--- config.mk ---
export PLATFORM = sky130hd
export DESIGN_NAME = sfp_pin_if
export DESIGN_NICKNAME = d
export VERILOG_FILES = /design/src/common/sfp_pkg.sv /design/src/sfp_addr_map.sv /design/src/sfp_pin_if.sv /design/src/sfp_sync.sv
export SDC_FILE = /design/constraint.sdc
export NUM_CORES = 1
export LEC_CHECK = 0
export BUFFER_PORTS_ARGS = -buffer_cell sky130_fd_sc_hd__buf_2
export CELL_PAD_IN_SITES_DETAIL_PLACEMENT = 0
export CELL_PAD_IN_SITES_GLOBAL_PLACEMENT = 1
export CORE_UTILIZATION = 49
export DETAILED_ROUTE_END_ITERATION = 8
export PLACE_DENSITY = 0.85
export SYNTH_ARGS = -nofsm -noshare
export SYNTH_HDL_FRONTEND = slang
export SYNTH_SLANG_ARGS = --single-unit
--- constraint.sdc ---
create_clock -name clk -period 10.26 [get_ports clk]
set_input_delay 2.052 -clock clk [delete_from_list [all_inputs] [get_ports clk]]
set_output_delay 2.052 -clock clk [all_outputs]
set_load 0.01 [all_outputs]
--- src/common/sfp_pkg.sv ---
// Contract
// RULE_01 - Quad enable turns pause pin into lane3
// RULE_02 - Pause freezes transfer, keeps partial sequence
// RULE_03 - Pause and select low: output high impedance
// RULE_04 - Transfer resumes where stopped after pause
// RULE_05 - Separate init pin only on dedicated build
// RULE_06 - Init input high: normal operation
// RULE_07 - Init input low: init state, outputs off
// RULE_08 - Host avoids init during internal write
// RULE_09 - Clock modes 0 and 3 need no setup; in mode 0 the output runs one bit late
// RULE_10 - Master idles clock low or high per mode
// RULE_11 - Inputs captured on serial clock rising edge
// RULE_12 - Outputs launched on serial clock falling edge
// RULE_13 - Quad mode uses lanes 0 to 3
// RULE_14 - Array in aligned 4 Kbyte sectors
// RULE_15 - Array in aligned 32/64 Kbyte blocks
// RULE_16 - Deselected: outputs off, input ignored
// RULE_17 - Select must fall before first instruction
// RULE_18 - Quad enable disables write-protect input
// RULE_19 - All fields shifted most significant first
// RULE_20 - Master selects at most one device; the bench's one select drives both builds at once
package sfp_pkg;
  // Register byte offsets on the bus
  localparam logic [4:0] OFS_CTRL   = 5'h00;
  localparam logic [4:0] OFS_STATUS = 5'h04;
  localparam logic [4:0] OFS_RXDATA = 5'h08;
  localparam logic [4:0] OFS_TXDATA = 5'h0C;
  localparam logic [4:0] OFS_ADDR   = 5'h10;
  localparam logic [4:0] OFS_SECTOR = 5'h14;
  localparam logic [4:0] OFS_BLOCK  = 5'h18;
  // Control bit positions
  localparam int CTRL_QE    = 0;
  localparam int CTRL_PFS   = 1;
  localparam int CTRL_QUAD  = 2;
  localparam int CTRL_DRIVE = 3;
  // Status bit positions
  localparam int STAT_SEL    = 0;
  localparam int STAT_PAUSED = 1;
  localparam int STAT_INIT   = 2;
  localparam int STAT_ARMED  = 3;
  localparam int STAT_RXV    = 4;
  localparam int STAT_WP     = 5;
  // Reset values and framing constants
  localparam logic [31:0] DATA_ZERO  = 32'h0000_0000;
  localparam logic [3:0]  CTRL_RESET = 4'h0;
  localparam logic [7:0]  TX_RESET   = 8'h00;
  localparam logic [3:0]  BYTE_BITS  = 4'h8;
  localparam logic [3:0]  STEP_ONE   = 4'h1;
  localparam logic [3:0]  STEP_QUAD  = 4'h4;
  localparam logic [2:0]  ADDR_FIRST = 3'h1;
  localparam logic [2:0]  ADDR_LAST  = 3'h3;
  localparam logic [2:0]  BYTE_SAT   = 3'h4;
  localparam logic [3:0]  OE_SINGLE  = 4'h2;
  localparam logic [3:0]  OE_QUAD    = 4'hF;
  localparam logic [3:0]  OE_NONE    = 4'h0;
  // Array organisation in address bits
  localparam int SECTOR_SHIFT = 12;
  localparam int BLK32_SHIFT  = 15;
  localparam int BLK64_SHIFT  = 16;
  localparam int ADDR_W       = 24;
endpackage

--- src/sfp_addr_map.sv ---
`timescale 1ns/1ps
`default_nettype none
// Splits a byte address into sector and block indices
module sfp_addr_map
  import sfp_pkg::*;
(
  input  wire logic [ADDR_W-1:0]             addr,
  output logic      [ADDR_W-SECTOR_SHIFT-1:0] sector_idx,
  output logic      [ADDR_W-BLK32_SHIFT-1:0]  blk32_idx,
  output logic      [ADDR_W-BLK64_SHIFT-1:0]  blk64_idx,
  output logic      [ADDR_W-1:0]             sector_base
);
  // Indices are plain upper address bits; bases are size aligned
  always_comb begin
    sector_idx  = addr[ADDR_W-1:SECTOR_SHIFT];                 // [RULE_14]
    blk32_idx   = addr[ADDR_W-1:BLK32_SHIFT];                  // [RULE_15]
    blk64_idx   = addr[ADDR_W-1:BLK64_SHIFT];                  // [RULE_15]
    sector_base = {addr[ADDR_W-1:SECTOR_SHIFT], {SECTOR_SHIFT{1'b0}}};
  end
endmodule
`default_nettype wire

--- src/sfp_pin_if.sv ---
// Our own choices: the address map and the Avalon-MM slave port.
`timescale 1ns/1ps
`default_nettype none
// Pin-level serial flash front end with an Avalon-MM register view
module sfp_pin_if
  import sfp_pkg::*;
#(
  parameter bit HAS_RESET_PIN = 1'b0  // Build option: separate init pin
) (
  input  wire logic        clk,
  input  wire logic        rst,
  // Avalon-MM slave
  input  wire logic [4:0]  avs_address,
  input  wire logic        avs_read,
  input  wire logic        avs_write,
  input  wire logic [31:0] avs_writedata,
  input  wire logic [3:0]  avs_byteenable,
  output logic      [31:0] avs_readdata,
  output logic             avs_waitrequest,
  // Serial pins
  input  wire logic        sck,
  input  wire logic        cs_n,
  input  wire logic        init_n,
  input  wire logic [3:0]  lane_in,
  output logic      [3:0]  lane_out,
  output logic      [3:0]  lane_oe
);
  // Whole module state
  typedef struct packed {
    logic        qe;          // quad_lane_enable
    logic        pfs;         // shared_pin_function_select
    logic        quad;        // quad_instruction_mode
    logic        drive;       // Quad lanes driven by device
    logic        sel;         // Selected and not in init
    logic        paused;      // Pause active
    logic        init;        // Init state active
    logic        armed;       // Select seen high since init
    logic        sck_q;       // Previous synced clock level
    logic [7:0]  rx_sh;       // Input shifter
    logic [3:0]  bit_cnt;     // Bits of current input byte
    logic [7:0]  rx_byte;     // Last complete byte
    logic        rx_valid;    // Sticky byte flag
    logic [2:0]  byte_cnt;    // Bytes in this frame
    logic [23:0] addr;        // Bytes 1..3 of the frame
    logic [7:0]  tx_reg;      // Byte software wants sent
    logic [7:0]  tx_sh;       // Output shifter
    logic [3:0]  out_cnt;     // Bits of current output byte
    logic [3:0]  lane_out;    // Pin drive values
    logic [3:0]  lane_oe;     // Pin enables
    logic        wait_q;      // Waitrequest level
    logic [31:0] rdata;       // Read data register
  } sfp_state_s;

  sfp_state_s st;
  sfp_state_s next_st;

  // Synchronised pins
  logic [6:0] pins_s;         // {init_n, cs_n, sck, lane3..0}
  logic       s_init_n;       // Synced dedicated init pin
  logic       s_cs_n;         // Synced select
  logic       s_sck;          // Synced serial clock
  logic [3:0] s_lane;         // Synced lanes

  // Address map outputs
  logic [11:0] sector_idx;    // 4 Kbyte sector number
  logic [8:0]  blk32_idx;     // 32 Kbyte block number
  logic [7:0]  blk64_idx;     // 64 Kbyte block number
  logic [23:0] sector_base;   // Aligned sector start

  // Combinational helpers
  logic       rise;           // Serial clock rising edge
  logic       fall;           // Serial clock falling edge
  logic       init_now;       // Init requested this cycle
  logic       hold_fn;        // Lane3 acts as pause
  logic       active;         // Transfer may advance
  logic [3:0] step;           // Bits per edge
  logic [3:0] bit_nxt;        // Input count after edge
  logic [3:0] out_nxt;        // Output count after edge
  logic [7:0] rx_new;         // Input shifter after edge
  logic       acc;            // Bus access completes this edge

  // All pins from outside pass two flops
  sfp_sync #(
    .W (7)
  ) u_sync (
    .clk (clk),
    .rst (rst),
    .d   ({init_n, cs_n, sck, lane_in}),
    .q   (pins_s)
  );

  assign s_init_n = pins_s[6];
  assign s_cs_n   = pins_s[5];
  assign s_sck    = pins_s[4];
  assign s_lane   = pins_s[3:0];

  // Sector and block indices of the captured address
  sfp_addr_map u_map (
    .addr        (st.addr),
    .sector_idx  (sector_idx),
    .blk32_idx   (blk32_idx),
    .blk64_idx   (blk64_idx),
    .sector_base (sector_base)
  );

  // Next-state logic
  always_comb begin
    next_st = st;
    // Edges of the sampled clock; in mode 0 no fall precedes the first rise, so output runs one bit late
    rise = s_sck && !st.sck_q;                                 // [RULE_09]
    fall = !s_sck && st.sck_q;                                 // [RULE_09]
    next_st.sck_q = s_sck;

    // Lane3 is data under quad enable, else pause or init
    if (HAS_RESET_PIN) begin
      // Dedicated pin: function select is ignored
      init_now = !s_init_n;                                    // [RULE_05]
      hold_fn  = !st.qe;                                       // [RULE_01]
    end else begin
      init_now = !st.qe && st.pfs && !s_lane[3];               // [RULE_01]
      hold_fn  = !st.qe && !st.pfs;                            // [RULE_01]
    end

    // Selection, init and pause levels
    next_st.init   = init_now;                                 // [RULE_07]
    next_st.sel    = !s_cs_n && !init_now;                     // [RULE_06] [RULE_16]
    next_st.paused = next_st.sel && hold_fn && !s_lane[3];     // [RULE_02]
    if (init_now) begin
      next_st.armed = 1'b0;                                    // [RULE_07]
    end else if (s_cs_n) begin
      next_st.armed = 1'b1;                                    // [RULE_17]
    end

    step   = st.quad ? STEP_QUAD : STEP_ONE;                   // [RULE_13]
    active = next_st.sel && !next_st.paused && st.armed;       // [RULE_04]

    // Bus access: first cycle raises the answer, second completes
    acc = (avs_read || avs_write) && !st.wait_q;
    if ((avs_read || avs_write) && st.wait_q) begin
      next_st.wait_q = 1'b0;
      case (avs_address)
        OFS_CTRL: begin
          next_st.rdata = {28'h000_0000, st.drive, st.quad, st.pfs, st.qe};
        end
        OFS_STATUS: begin
          next_st.rdata = DATA_ZERO;
          next_st.rdata[STAT_SEL]    = st.sel;
          next_st.rdata[STAT_PAUSED] = st.paused;
          next_st.rdata[STAT_INIT]   = st.init;
          next_st.rdata[STAT_ARMED]  = st.armed;
          next_st.rdata[STAT_RXV]    = st.rx_valid;
          next_st.rdata[STAT_WP]     = !st.qe && !s_lane[2];   // [RULE_18]
        end
        OFS_RXDATA: begin
          next_st.rdata = {24'h00_0000, st.rx_byte};
        end
        OFS_TXDATA: begin
          next_st.rdata = {24'h00_0000, st.tx_reg};
        end
        OFS_ADDR: begin
          next_st.rdata = {8'h00, st.addr};
        end
        OFS_SECTOR: begin
          next_st.rdata = {8'h00, sector_base[23:12], 12'h000};
          next_st.rdata[11:0] = sector_idx;                    // [RULE_14]
        end
        OFS_BLOCK: begin
          next_st.rdata = {7'h00, blk32_idx, 8'h00, blk64_idx}; // [RULE_15]
        end
        default: begin
          next_st.rdata = DATA_ZERO;                           // Unmapped reads zero
        end
      endcase
    end else if (acc) begin
      next_st.wait_q = 1'b1;
    end

    // Writes and read side effects take place as the answer is taken
    if (acc && avs_write && avs_byteenable[0]) begin
      if (avs_address == OFS_CTRL) begin
        next_st.qe    = avs_writedata[CTRL_QE];
        next_st.pfs   = avs_writedata[CTRL_PFS];
        next_st.quad  = avs_writedata[CTRL_QUAD];
        next_st.drive = avs_writedata[CTRL_DRIVE];
      end else if (avs_address == OFS_TXDATA) begin
        next_st.tx_reg = avs_writedata[7:0];
      end
    end
    if (acc && avs_read && avs_address == OFS_RXDATA) begin
      next_st.rx_valid = 1'b0;                                 // Cleared by reading
    end

    // Input shifting, most significant first
    bit_nxt = st.bit_cnt + step;
    out_nxt = st.out_cnt + step;
    if (st.quad) begin
      rx_new = {st.rx_sh[3:0], s_lane};                        // [RULE_13] [RULE_19]
    end else begin
      rx_new = {st.rx_sh[6:0], s_lane[0]};                     // [RULE_19]
    end

    if (!next_st.sel) begin
      // Deselected or init: frame state dropped, inputs ignored
      next_st.bit_cnt = 4'h0;                                  // [RULE_16]
      next_st.out_cnt = 4'h0;
      next_st.byte_cnt = 3'h0;
      next_st.tx_sh   = st.tx_reg;
    end else if (active) begin
      if (rise) begin
        next_st.rx_sh = rx_new;                                // [RULE_11]
        if (bit_nxt == BYTE_BITS) begin
          next_st.bit_cnt  = 4'h0;
          next_st.rx_byte  = rx_new;
          next_st.rx_valid = 1'b1;                             // Set beats clear
          if (st.byte_cnt >= ADDR_FIRST && st.byte_cnt <= ADDR_LAST) begin
            next_st.addr = {st.addr[15:0], rx_new};            // [RULE_19]
          end
          if (st.byte_cnt != BYTE_SAT) begin
            next_st.byte_cnt = st.byte_cnt + 3'h1;
          end
        end else begin
          next_st.bit_cnt = bit_nxt;
        end
      end
      if (fall) begin
        // Launch the next bit or nibble
        if (st.quad) begin
          next_st.lane_out = st.tx_sh[7:4];                    // [RULE_12] [RULE_13]
        end else begin
          next_st.lane_out = {2'b00, st.tx_sh[7], 1'b0};       // [RULE_12]
        end
        if (out_nxt == BYTE_BITS) begin
          next_st.out_cnt = 4'h0;
          next_st.tx_sh   = st.tx_reg;
        end else begin
          next_st.out_cnt = out_nxt;
          next_st.tx_sh   = st.tx_sh << step;
        end
      end
    end
    // Paused: counters and shifters are left as they stand [RULE_02]

    // Output enables follow the registered pin states
    if (!next_st.sel || next_st.paused || !st.armed) begin
      next_st.lane_oe = OE_NONE;                               // [RULE_03] [RULE_07] [RULE_16]
    end else if (st.quad) begin
      next_st.lane_oe = st.drive ? OE_QUAD : OE_NONE;          // [RULE_13]
    end else begin
      next_st.lane_oe = OE_SINGLE;
    end
  end

  // State register
  always_ff @(posedge clk or posedge rst) begin
    if (rst) begin
      st          <= '0;
      st.sck_q    <= 1'b1;  // Same level as the synchroniser after reset
      st.qe       <= CTRL_RESET[CTRL_QE];
      st.pfs      <= CTRL_RESET[CTRL_PFS];
      st.quad     <= CTRL_RESET[CTRL_QUAD];
      st.drive    <= CTRL_RESET[CTRL_DRIVE];
      st.tx_reg   <= TX_RESET;
      st.tx_sh    <= TX_RESET;
      st.wait_q   <= 1'b1;
      st.rdata    <= DATA_ZERO;
      st.lane_oe  <= OE_NONE;
    end else begin
      st <= next_st;
    end
  end

  // Outputs straight from the state register
  assign avs_readdata    = st.rdata;
  assign avs_waitrequest = st.wait_q;
  assign lane_out        = st.lane_out;
  assign lane_oe         = st.lane_oe;
endmodule
`default_nettype wire

--- src/sfp_sync.sv ---
`timescale 1ns/1ps
`default_nettype none
// Two-flop synchroniser for pins from outside the clock domain
module sfp_sync
  import sfp_pkg::*;
#(
  parameter int W = 1
) (
  input  wire logic         clk,
  input  wire logic         rst,
  input  wire logic [W-1:0] d,
  output logic      [W-1:0] q
);
  typedef struct packed {
    logic [W-1:0] ff1;  // Metastability catcher, read by ff2 only
    logic [W-1:0] ff2;  // Safe copy
  } sfp_sync_s;

  sfp_sync_s st;
  sfp_sync_s next_st;

  // Shift the pins through the chain
  always_comb begin
    next_st.ff1 = d;
    next_st.ff2 = st.ff1;
  end

  // Pins idle high, so the chain resets to ones
  always_ff @(posedge clk or posedge rst) begin
    if (rst) begin
      st <= '1;
    end else begin
      st <= next_st;
    end
  end

  assign q = st.ff2;
endmodule
`default_nettype wire

# Word level (Yosys, flattened, before mapping)
# Cells that the tools add are included.
dict set report word_totals {
  regBits 129
  inputBits 52
}
dict set report op_classes {
  addsub 3
  magnitude_cmp 2
  eq_ne 14
  shift 1
  muxes 25
  bitwise_logic 1
  reduce_logical 45
}
# op count
set op_table {}
lappend op_table {{case mux 25 bit (7 select lines)} 1}
lappend op_table {{2-to-1 mux 40 bit} 2}
lappend op_table {{2-to-1 mux 36 bit} 1}
lappend op_table {{2-to-1 mux 16 bit} 2}
lappend op_table {{2-to-1 mux 12 bit} 2}
lappend op_table {{2-to-1 mux 24 bit} 1}
lappend op_table {{2-to-1 mux 4 bit} 6}
lappend op_table {{logical AND 1 bit} 18}
lappend op_table {{equality test 5 bit (second input constant)} 3}
lappend op_table {{logical NOT 1 bit} 12}
lappend op_table {{equality test 5 x 4 -> 1 bit (second input constant)} 2}
lappend op_table {{inequality test 2 x 1 -> 1 bit (second input constant)} 5}
lappend op_table {{2-to-1 mux 3 bit} 3}
lappend op_table {{AND reduction 3 bit} 3}
lappend op_table {{adder 4 x 3 -> 4 bit} 2}
lappend op_table {{equality test 4 bit (second input constant)} 2}
lappend op_table {{2-to-1 mux 8 bit} 1}
lappend op_table {{AND reduction 4 bit} 2}
lappend op_table {{<< shifter 8 x 3 -> 8 bit} 1}
lappend op_table {{2-to-1 mux 1 bit} 6}
lappend op_table {{AND reduction 2 bit} 3}
lappend op_table {{equality test 5 x 3 -> 1 bit (second input constant)} 1}
lappend op_table {{logical NOT 5 bit} 1}
lappend op_table {{AND reduction 5 bit} 1}
lappend op_table {{other kinds (7)} 10}

# Longest topological paths before layout
# Gate-level depths: netlist (run 1).
dict set report logic_depth {
  depth_word 12
  ltp_mapped 9
  ltp_nobuf 7
}

# Cells and area by module
# From an unflattened synthesis (run 1), not the netlist that was laid out.
dict set report unflattened {
  hier_cells 558
  area_unflattened_um2 6189.7
}
# module n_inst cells_each area_each_um2 seq_area_each_um2
set modules_own_cells {}
lappend modules_own_cells {sfp_pin_if 1 489 5416.4 2705.1}
lappend modules_own_cells {sfp_addr_map 1 54 401.6 0.0}
lappend modules_own_cells {sfp_sync 1 15 371.6 367.9}

# Least setup slack after synthesis (run 1)
# No wires, ideal clock.
dict set report synth_timing {
  path_type {input to register}
  start {input port avs_address[4]}
  end {register st[53] (netlist name)}
  arrival_ps 3517
  required_ps 10135
  path_slack_ps 6618
  cell_stages 5
  n_path_buf 1
  cell_sequence {clkbuf_1 nor3_1 nand4b_1 nor2_1 mux2_2}
}
dict set report synth_between {
  elab_chain_len 3
  elab_cells_between_ends 4
  classes_between {1 x eq/ne; 1 x bitwise; 2 x reduce/logical}
}
# item line
set synth_rtl {}
lappend synth_rtl {{start: declaration} sfp_pin_if.sv:13} ;# input wire logic [4:0] avs_address,
lappend synth_rtl {{logical NOT 5 bit} sfp_pin_if.sv:180} ;# if (avs_address == OFS_CTRL) begin
lappend synth_rtl {{NOT 1 bit (no source line)} n/a}
lappend synth_rtl {{AND reduction 3 bit (no source line) (*)} n/a}
lappend synth_rtl {{end signal: assignment} sfp_pin_if.sv:268} ;# st <= next_st;
lappend synth_rtl {{end: declaration} sfp_pin_if.sv:54} ;# sfp_state_s st;
# Mark *: on every way between the ends. The rest lies on a longest branch, timed or not.
# A chain may end at the register's enable or synchronous reset.

# Worst setup path after layout (run 1)
dict set report layout_timing {
  start {input port avs_address[4]}
  end {register st[60] (netlist name)}
}
# Same word-level chain as after synthesis.

==> results of run 1 <==
==> cells in the final DEF, fill, tap and decap left out, drive strengths merged, types with 4 or more instances in the layout <==
master	netlist	layout
a221oi	6	6
a22o	9	9
xor2	4	4
dfstp	14	14
or3	4	4
nor2	30	30
clkinv	0	4
o21ai	24	24
o221ai	6	6
bufinv	0	5
nor3	8	8
nand2	47	47
mux2i	10	10
nor2b	5	5
nand3	8	8
conb	1	7
clkbuf	17	23
a22oi	13	13
nand3b	4	4
dfrtp	106	106
nor4	5	5
mux2	61	61
inv	10	10
ha	10	10
buf	46	61
==> worst max-delay path: cells and delay by family <==
kind          cells  cell delay [ns]
buf+inv           1             0.21
mux               1             0.41
simple gates      3             1.45
==> report_power, final <==
group	switching [mW]	internal [mW]	total (mW)
Combinational	0.0884	0.0625	0.151
Sequential	0.0328	0.515	0.548
Clock	0.200	0.442	0.642
==> layout make-up <==
class	count	area [sq um]	share of cell area, %
tap	143	178.9	2.740
clock buffer	23	467.9	7.166
timing repair buffer	61	315.3	4.829
multi-input combinational	304	2337	35.79
inverter	10	40.04	0.6131
clock inverter	9	170.2	2.606
sequential	120	3020	46.25
==> kinds of logic (layout without fill, tap and decap cells) <==
family                     Yosys count  count (layout)  share of synthesized area, %
and+or+nand+nor                    128             128                         11.03
DFF                                120             120                         52.32
AOI/OAI and AO/OA                   80              80                         10.03
muxes                               73              73                         15.71
buffers and inverters               73             103                         7.759
adders and majority gates           10              10                         2.167
xor gates and xnor gates             6               6                        0.9103
other                                1               7                       0.06496
==> sequential cells by signal (all words and copies together), names as in the netlist <==
signal / count
avs_waitrequest: 1
u_sync.q: 6
st: 76
lane_oe: 2
u_sync.next_st: 6
avs_readdata: 25
lane_out: 4
==> final timing paths <==
kind	endpoint	slack, ns
hold / removal	u_sync.q[5]$_DFF_PP1_	0.35
max in group asynchronous	avs_readdata[16]$_DFFE_PP0P_	7.24
setup reg to reg	st[81]$_DFFE_PP0P_	6.71
hold reg to reg	u_sync.q[5]$_DFF_PP1_	0.35
min in group asynchronous	st[58]$_DFFE_PP0P_	1.72
setup / recovery	st[60]$_DFFE_PP0P_	6.42
==> per-layer routing <==
metal	GRT usage, %	wire [microns]
met3	5.982	635
met5	0	0
met1	28.29	5396
met4	8.089	185
met2	32.17	5414
==> out/metrics.yaml, run 1 <==
run_status:
  status: "complete, no violations"
timing:
  setup_slack_ns: 6.423
  hold_slack_ns: 0.3532
  rsz0062_at_grt: "false"
  worst_pin_slew_ns: 1.098
  hold_viol_final: 0
  fmax_ghz: 0.2606
  period_needed_ns: 3.837
  timing.slew.headroom_pct: 26.60
  fin_skew_ns: 0.007513
  setup_viol: 0
  finalMaxSlewViolations: 0
  period_share_pct: 37.40
  finalSetupTns_ns: 0
setup_path:
  path_cells: "buf_2 -> nor3_1 -> nand4b_1 -> nor2_1 -> mux2_2"
  crit_type: "input pin to register"
  crit_path_end_kind: "register"
  cp-startpoint: "avs_address[4]"
  cp.required_ns: 10.55
  r2r_cells: 7
  cp_max_fo: 18
  slowest_delay_ns: 0.63
  cp-start-kind: "input pin"
  cp_slowest_cell: "nor2_1"
  crit_arrival_ns: 4.13
  r2r_start: "st[115]$_DFFE_PP0P_"
clocking:
  cts_max_level: 4
  cts_made_buffers: 17
  cts_resized: 0
  cts_tree: "yes"
  post_cts_buffers: 0
  cts_sinks: 120
  cts_hold_buf: 0
  clock_latency_ns: 0.42
  clk_pin_slew_ns: 0.05
  cts.path.max_buffers: 2
  ctsRootBufferMaster: "clkbuf_16"
min_path:
  worstHoldPathType: "register to register"
  hold_path_depth: 0
  hold_path.startpoint: "u_sync.next_st[5]$_DFF_PP1_"
synth:
  synth_edf_count: 0
  synthArstFlopShare_pct: 100.0
  netlist_instances: 491
  ys_top_cells_by_count: "dfrtp_1 (106), nand2_1 (47), mux2_2 (41)"
  ys_top_cells_by_area: "dfrtp_1 (46%), mux2_2 (8.0%), dfstp_2 (6.4%)"
  ys_types: 56
  syn_area_sq_um: 5773
  synthFlopType: "dfrtp_1"
  synth_largest_area_cell: "dfrtp_1"
  syn_avg_cell_area_sq_um: 11.76
  yosysMostFrequentCell: "dfrtp_1"
  yosysWarnings: 0
  synth_top_area_share_pct: 45.95
  synth-seq-cells: 120
  yosysSeqAreaShare_pct: 52.32
detailed_routing:
  vias_per_cell: 5.557
  dr.pass1.iters: 5
  wl_microns: 11630
  wl_per_cell_microns: 17.36
  postRouteAntennaNets: 0
  drc_errors: 0
  drt_iter0_drc: 215
  num_vias: 3723
grt:
  grt_start_max_net_pins: 71
  grt_pass1_vias: 3869
  antenna_found_initial: 0
  overflow: 0
  grt_first_pass_wirelength_microns: 20130
  grt_usage_pct: 21.00
final_layout:
  stdcell_area_sq_um: 6530
  area_growth_pct: 13.11
  drive_above_1_share_pct: 33.40
  utilization_pct: 56.94
  fill_cells: 926
  final_cells: 670
  layout.nets: 576
  n_antenna_cell: 0
placement:
  place_area_sq_um: 5892
  io_buffers: 57
  place_ws_ns: 6.059
  place_congestion: 0.8671
  place_hpwl_microns: 7915
  dp_cells: 638
power_and_ir_drop:
  power_density_nw_per_um2: 205.3
  total_power_mw: 1.340
  p_leak_nw: 3.078
  vdd_drop_max_v: 0.0002236
floorplan:
  ios: 93
  fp.dieH_microns: 110.5
  die_area_sq_um: 12220
  fp-row-count: 39
  core_sq_um: 11470
  die_w_microns: 110.5
  initial_utilization_pct: 50.34
run:
  maxCapViolCount: 0
Note: power is estimated with default switching activity, not from simulation.
==> run 2: changes to the inputs <==
--- a/config.mk
+++ b/config.mk
@@ -5,12 +5,13 @@
 export SDC_FILE = /design/constraint.sdc
 export NUM_CORES = 1
 export LEC_CHECK = 0
+export ABC_AREA = 1
 export BUFFER_PORTS_ARGS = -buffer_cell sky130_fd_sc_hd__buf_2
 export CELL_PAD_IN_SITES_DETAIL_PLACEMENT = 0
 export CELL_PAD_IN_SITES_GLOBAL_PLACEMENT = 1
-export CORE_UTILIZATION = 49
+export CORE_UTILIZATION = 43
 export DETAILED_ROUTE_END_ITERATION = 8
-export PLACE_DENSITY = 0.85
+export PLACE_DENSITY = 0.8
 export SYNTH_ARGS = -nofsm -noshare
 export SYNTH_HDL_FRONTEND = slang
 export SYNTH_SLANG_ARGS = --single-unit
==> constraint.sdc (replaced) <==
create_clock -name clk -period 3.6 [get_ports clk]
set_input_delay 0.72 -clock clk [delete_from_list [all_inputs] [get_ports clk]]
set_output_delay 0.72 -clock clk [all_outputs]
set_load 0.01 [all_outputs]
==> out/metrics.yaml, run 2 <==
power_and_ir_drop:
  p_leak_nw: 3.650
  total_power_mw: 3.491
  power_density_nw_per_um2: 509.2
  vdd_drop_max_v: 0.0002988
synth:
  synthFlopType: "dfrtp_1"
  ys_types: 40
  synth_largest_area_cell: "dfrtp_1"
  ys_top_cells_by_area: "dfrtp_1 (43%), nand2_1 (15%), dfstp_2 (6.0%)"
  yosysMostFrequentCell: "nand2_1"
  netlist_instances: 742
  syn_area_sq_um: 6128
  ys_top_cells_by_count: "nand2_1 (245), dfrtp_1 (106), inv_1 (54)"
  synth-seq-cells: 120
  yosysWarnings: 0
  synth_edf_count: 0
  syn_avg_cell_area_sq_um: 8.259
  yosysSeqAreaShare_pct: 49.29
  synthArstFlopShare_pct: 100.0
  synth_top_area_share_pct: 43.28
min_path:
  hold_path_depth: 0
  worstHoldPathType: "register to register"
final_layout:
  layout.nets: 824
  mostFrequentLayoutCell: "nand2_1"
  utilization_pct: 49.39
  top_register: "st"
  final_cell_mix: "nand2_1 (245), dfrtp_1 (106), buf_2 (57)"
  n_antenna_cell: 0
  area_growth_pct: 11.86
  fill_cells: 1342
  drive_above_1_share_pct: 16.77
  largest_register_ffs: 76
setup_path:
  slowest_delay_ns: 0.56
  cp.required_ns: 3.90
  crit_path_end_kind: "register"
  path_cells: "inv_2 -> ha_1 -> ha_1 -> inv_1 -> nand2_1 -> nor2_2 -> inv_1 -> nor2_1 -> nand4_2 -> nand2_1 -> nand2_1"
  r2r_cells: 11
  cp_max_fo: 24
  crit_arrival_ns: 2.92
  cp_slowest_cell: "nand4_2"
  worstSetupPathDepth: 11
  worstPathBufferInverterCount: 3
  cp-start-kind: "register"
  critPathTopFamily: "simple AND/OR/NAND/NOR gates"
  crit_type: "register to register"
  cp_common_cell: "nand2_1"
clocking:
  clk_pin_slew_ns: 0.05
  cts_hold_buf: 0
  cts_max_level: 4
  ctsRootBufferMaster: "clkbuf_16"
  cts.path.max_buffers: 2
  cts_made_buffers: 17
  cts_tree: "yes"
  clock_latency_ns: 0.42
  post_cts_buffers: 0
  cts_sinks: 120
  cts_resized: 0
detailed_routing:
  postRouteAntennaNets: 0
  num_vias: 4900
  vias_per_cell: 5.131
  wl_per_cell_microns: 15.13
  wl_microns: 14450
  drt_iter0_drc: 379
  drc_errors: 0
  dr.pass1.iters: 6
timing:
  rsz0062_at_grt: "false"
  period_share_pct: 72.82
  finalSetupTns_ns: 0
  fmax_ghz: 0.3814
  setup_slack_ns: 0.9783
  period_needed_ns: 2.622
  worst_pin_slew_ns: 0.7234
  hold_viol_final: 0
  setup_viol: 0
  fin_skew_ns: 0.009223
  hold_slack_ns: 0.3538
  timing.slew.headroom_pct: 51.66
  finalMaxSlewViolations: 0
placement:
  place_congestion: 0.8454
  io_buffers: 57
  place_ws_ns: 0.9727
  place_hpwl_microns: 9965
floorplan:
  ios: 93
  fp-row-count: 43
  die_area_sq_um: 14730
  initial_utilization_pct: 44.15
  die_w_microns: 121.4
  core_sq_um: 13880
  fp.dieH_microns: 121.4
grt:
  grt_usage_pct: 21.38
  antenna_found_initial: 0
  grt_start_max_net_pins: 121
  grt_first_pass_wirelength_microns: 23910
  overflow: 0
  grt_pass1_vias: 4760
run:
  maxCapViolCount: 0
run_status:
  status: "complete, no violations"
-- run 2: cell count changes in the layout (fill, tap and decap cells not counted), sizes merged, moves of 9 or more --
| cell | before | now |
|---|---|---|
| mux2 | 61 | 0 |
| nand2 | 47 | 251 |
| a21oi | 3 | 12 |
| nand4 | 1 | 43 |
| a22oi | 13 | 0 |
| o21ai | 24 | 39 |
| nor2 | 30 | 59 |
| nand3 | 8 | 43 |
| inv | 10 | 58 |
-- run 2: logic make-up after synthesis --
family,synth area share [%]
AOI/OAI and AO/OA,7.370
adders and majority gates,2.042
DFF,49.29
xor gates and xnor gates,0.1429
and+or+nand+nor,29.79
buffers and inverters,10.98
other,0.06119
muxes,0.3267
-- run 2: where the power goes --
part	switching, mW	leakage, nW	internal [mW]	total [mW]
clock network	0.564	0.283	1.11	1.68
logic	0.248	1.80	0.0955	0.343
registers	0.0413	1.57	1.43	1.47
total	0.853	3.65	2.64	3.49
-- run 2: metrics by stage --
stage | instance area, sq um | std cells
finish | 6855 | 955
global route | 6855 | 955
floorplan | 6155 | 748
CTS | 6855 | 955
global placement | 6271 | 923
detailed placement | 6271 | 923
-- run 2: worst register-to-register path, cell delays in order, from the launching register on --
cell and delay [ns]:
dfrtp_1 0.39, inv_2 0.23, ha_1 0.25, ha_1 0.23, inv_1 0.07, nand2_1 0.06
nor2_2 0.16, inv_1 0.09, nor2_1 0.15, nand4_2 0.56, nand2_1 0.25, nand2_1 0.07
-- run 2: cell type report --
| class | instances | area (sq um) | share of cell area (%) |
|---|---|---|---|
| Clock buffer | 30 | 524.3 | 7.647 |
| Clock inverter | 2 | 60.06 | 0.8761 |
| Inverter | 61 | 232.7 | 3.395 |
| Multi-Input combinational cell | 500 | 2457 | 35.85 |
| Sequential cell | 120 | 3020 | 44.06 |
| Tap cell | 180 | 225.2 | 3.285 |
| Timing Repair Buffer | 62 | 335.3 | 4.891 |
-- run 2: final timing paths --
| check | startpoint | to | slack [ns] |
|---|---|---|---|
| worst min-delay path | u_sync.next_st[4]$_DFF_PP1_ | u_sync.q[4]$_DFF_PP1_ | 0.35 |
| worst max-delay path | st[115]$_DFFE_PP0P_ | st[72]$_DFFE_PP0P_ | 0.98 |
| max in group asynchronous | rst | avs_readdata[10]$_DFFE_PP0P_ | 2.62 |
| min in group asynchronous | rst | st[74]$_DFFE_PP0P_ | 0.46 |
| worst max register to register | st[115]$_DFFE_PP0P_ | st[72]$_DFFE_PP0P_ | 0.98 |
| worst min register to register | u_sync.next_st[4]$_DFF_PP1_ | u_sync.q[4]$_DFF_PP1_ | 0.35 |
-- run 2: routing by layer --
metal / GRT usage (%) / vias up / share of wire, %
met5: 0 / - / 0
met4: 11.34 / 0 / 3.6
met3: 4.370 / 31 / 4.3
met2: 34.23 / 126 / 48
met1: 27.06 / 2328 / 44
li1: - / 2415 / -
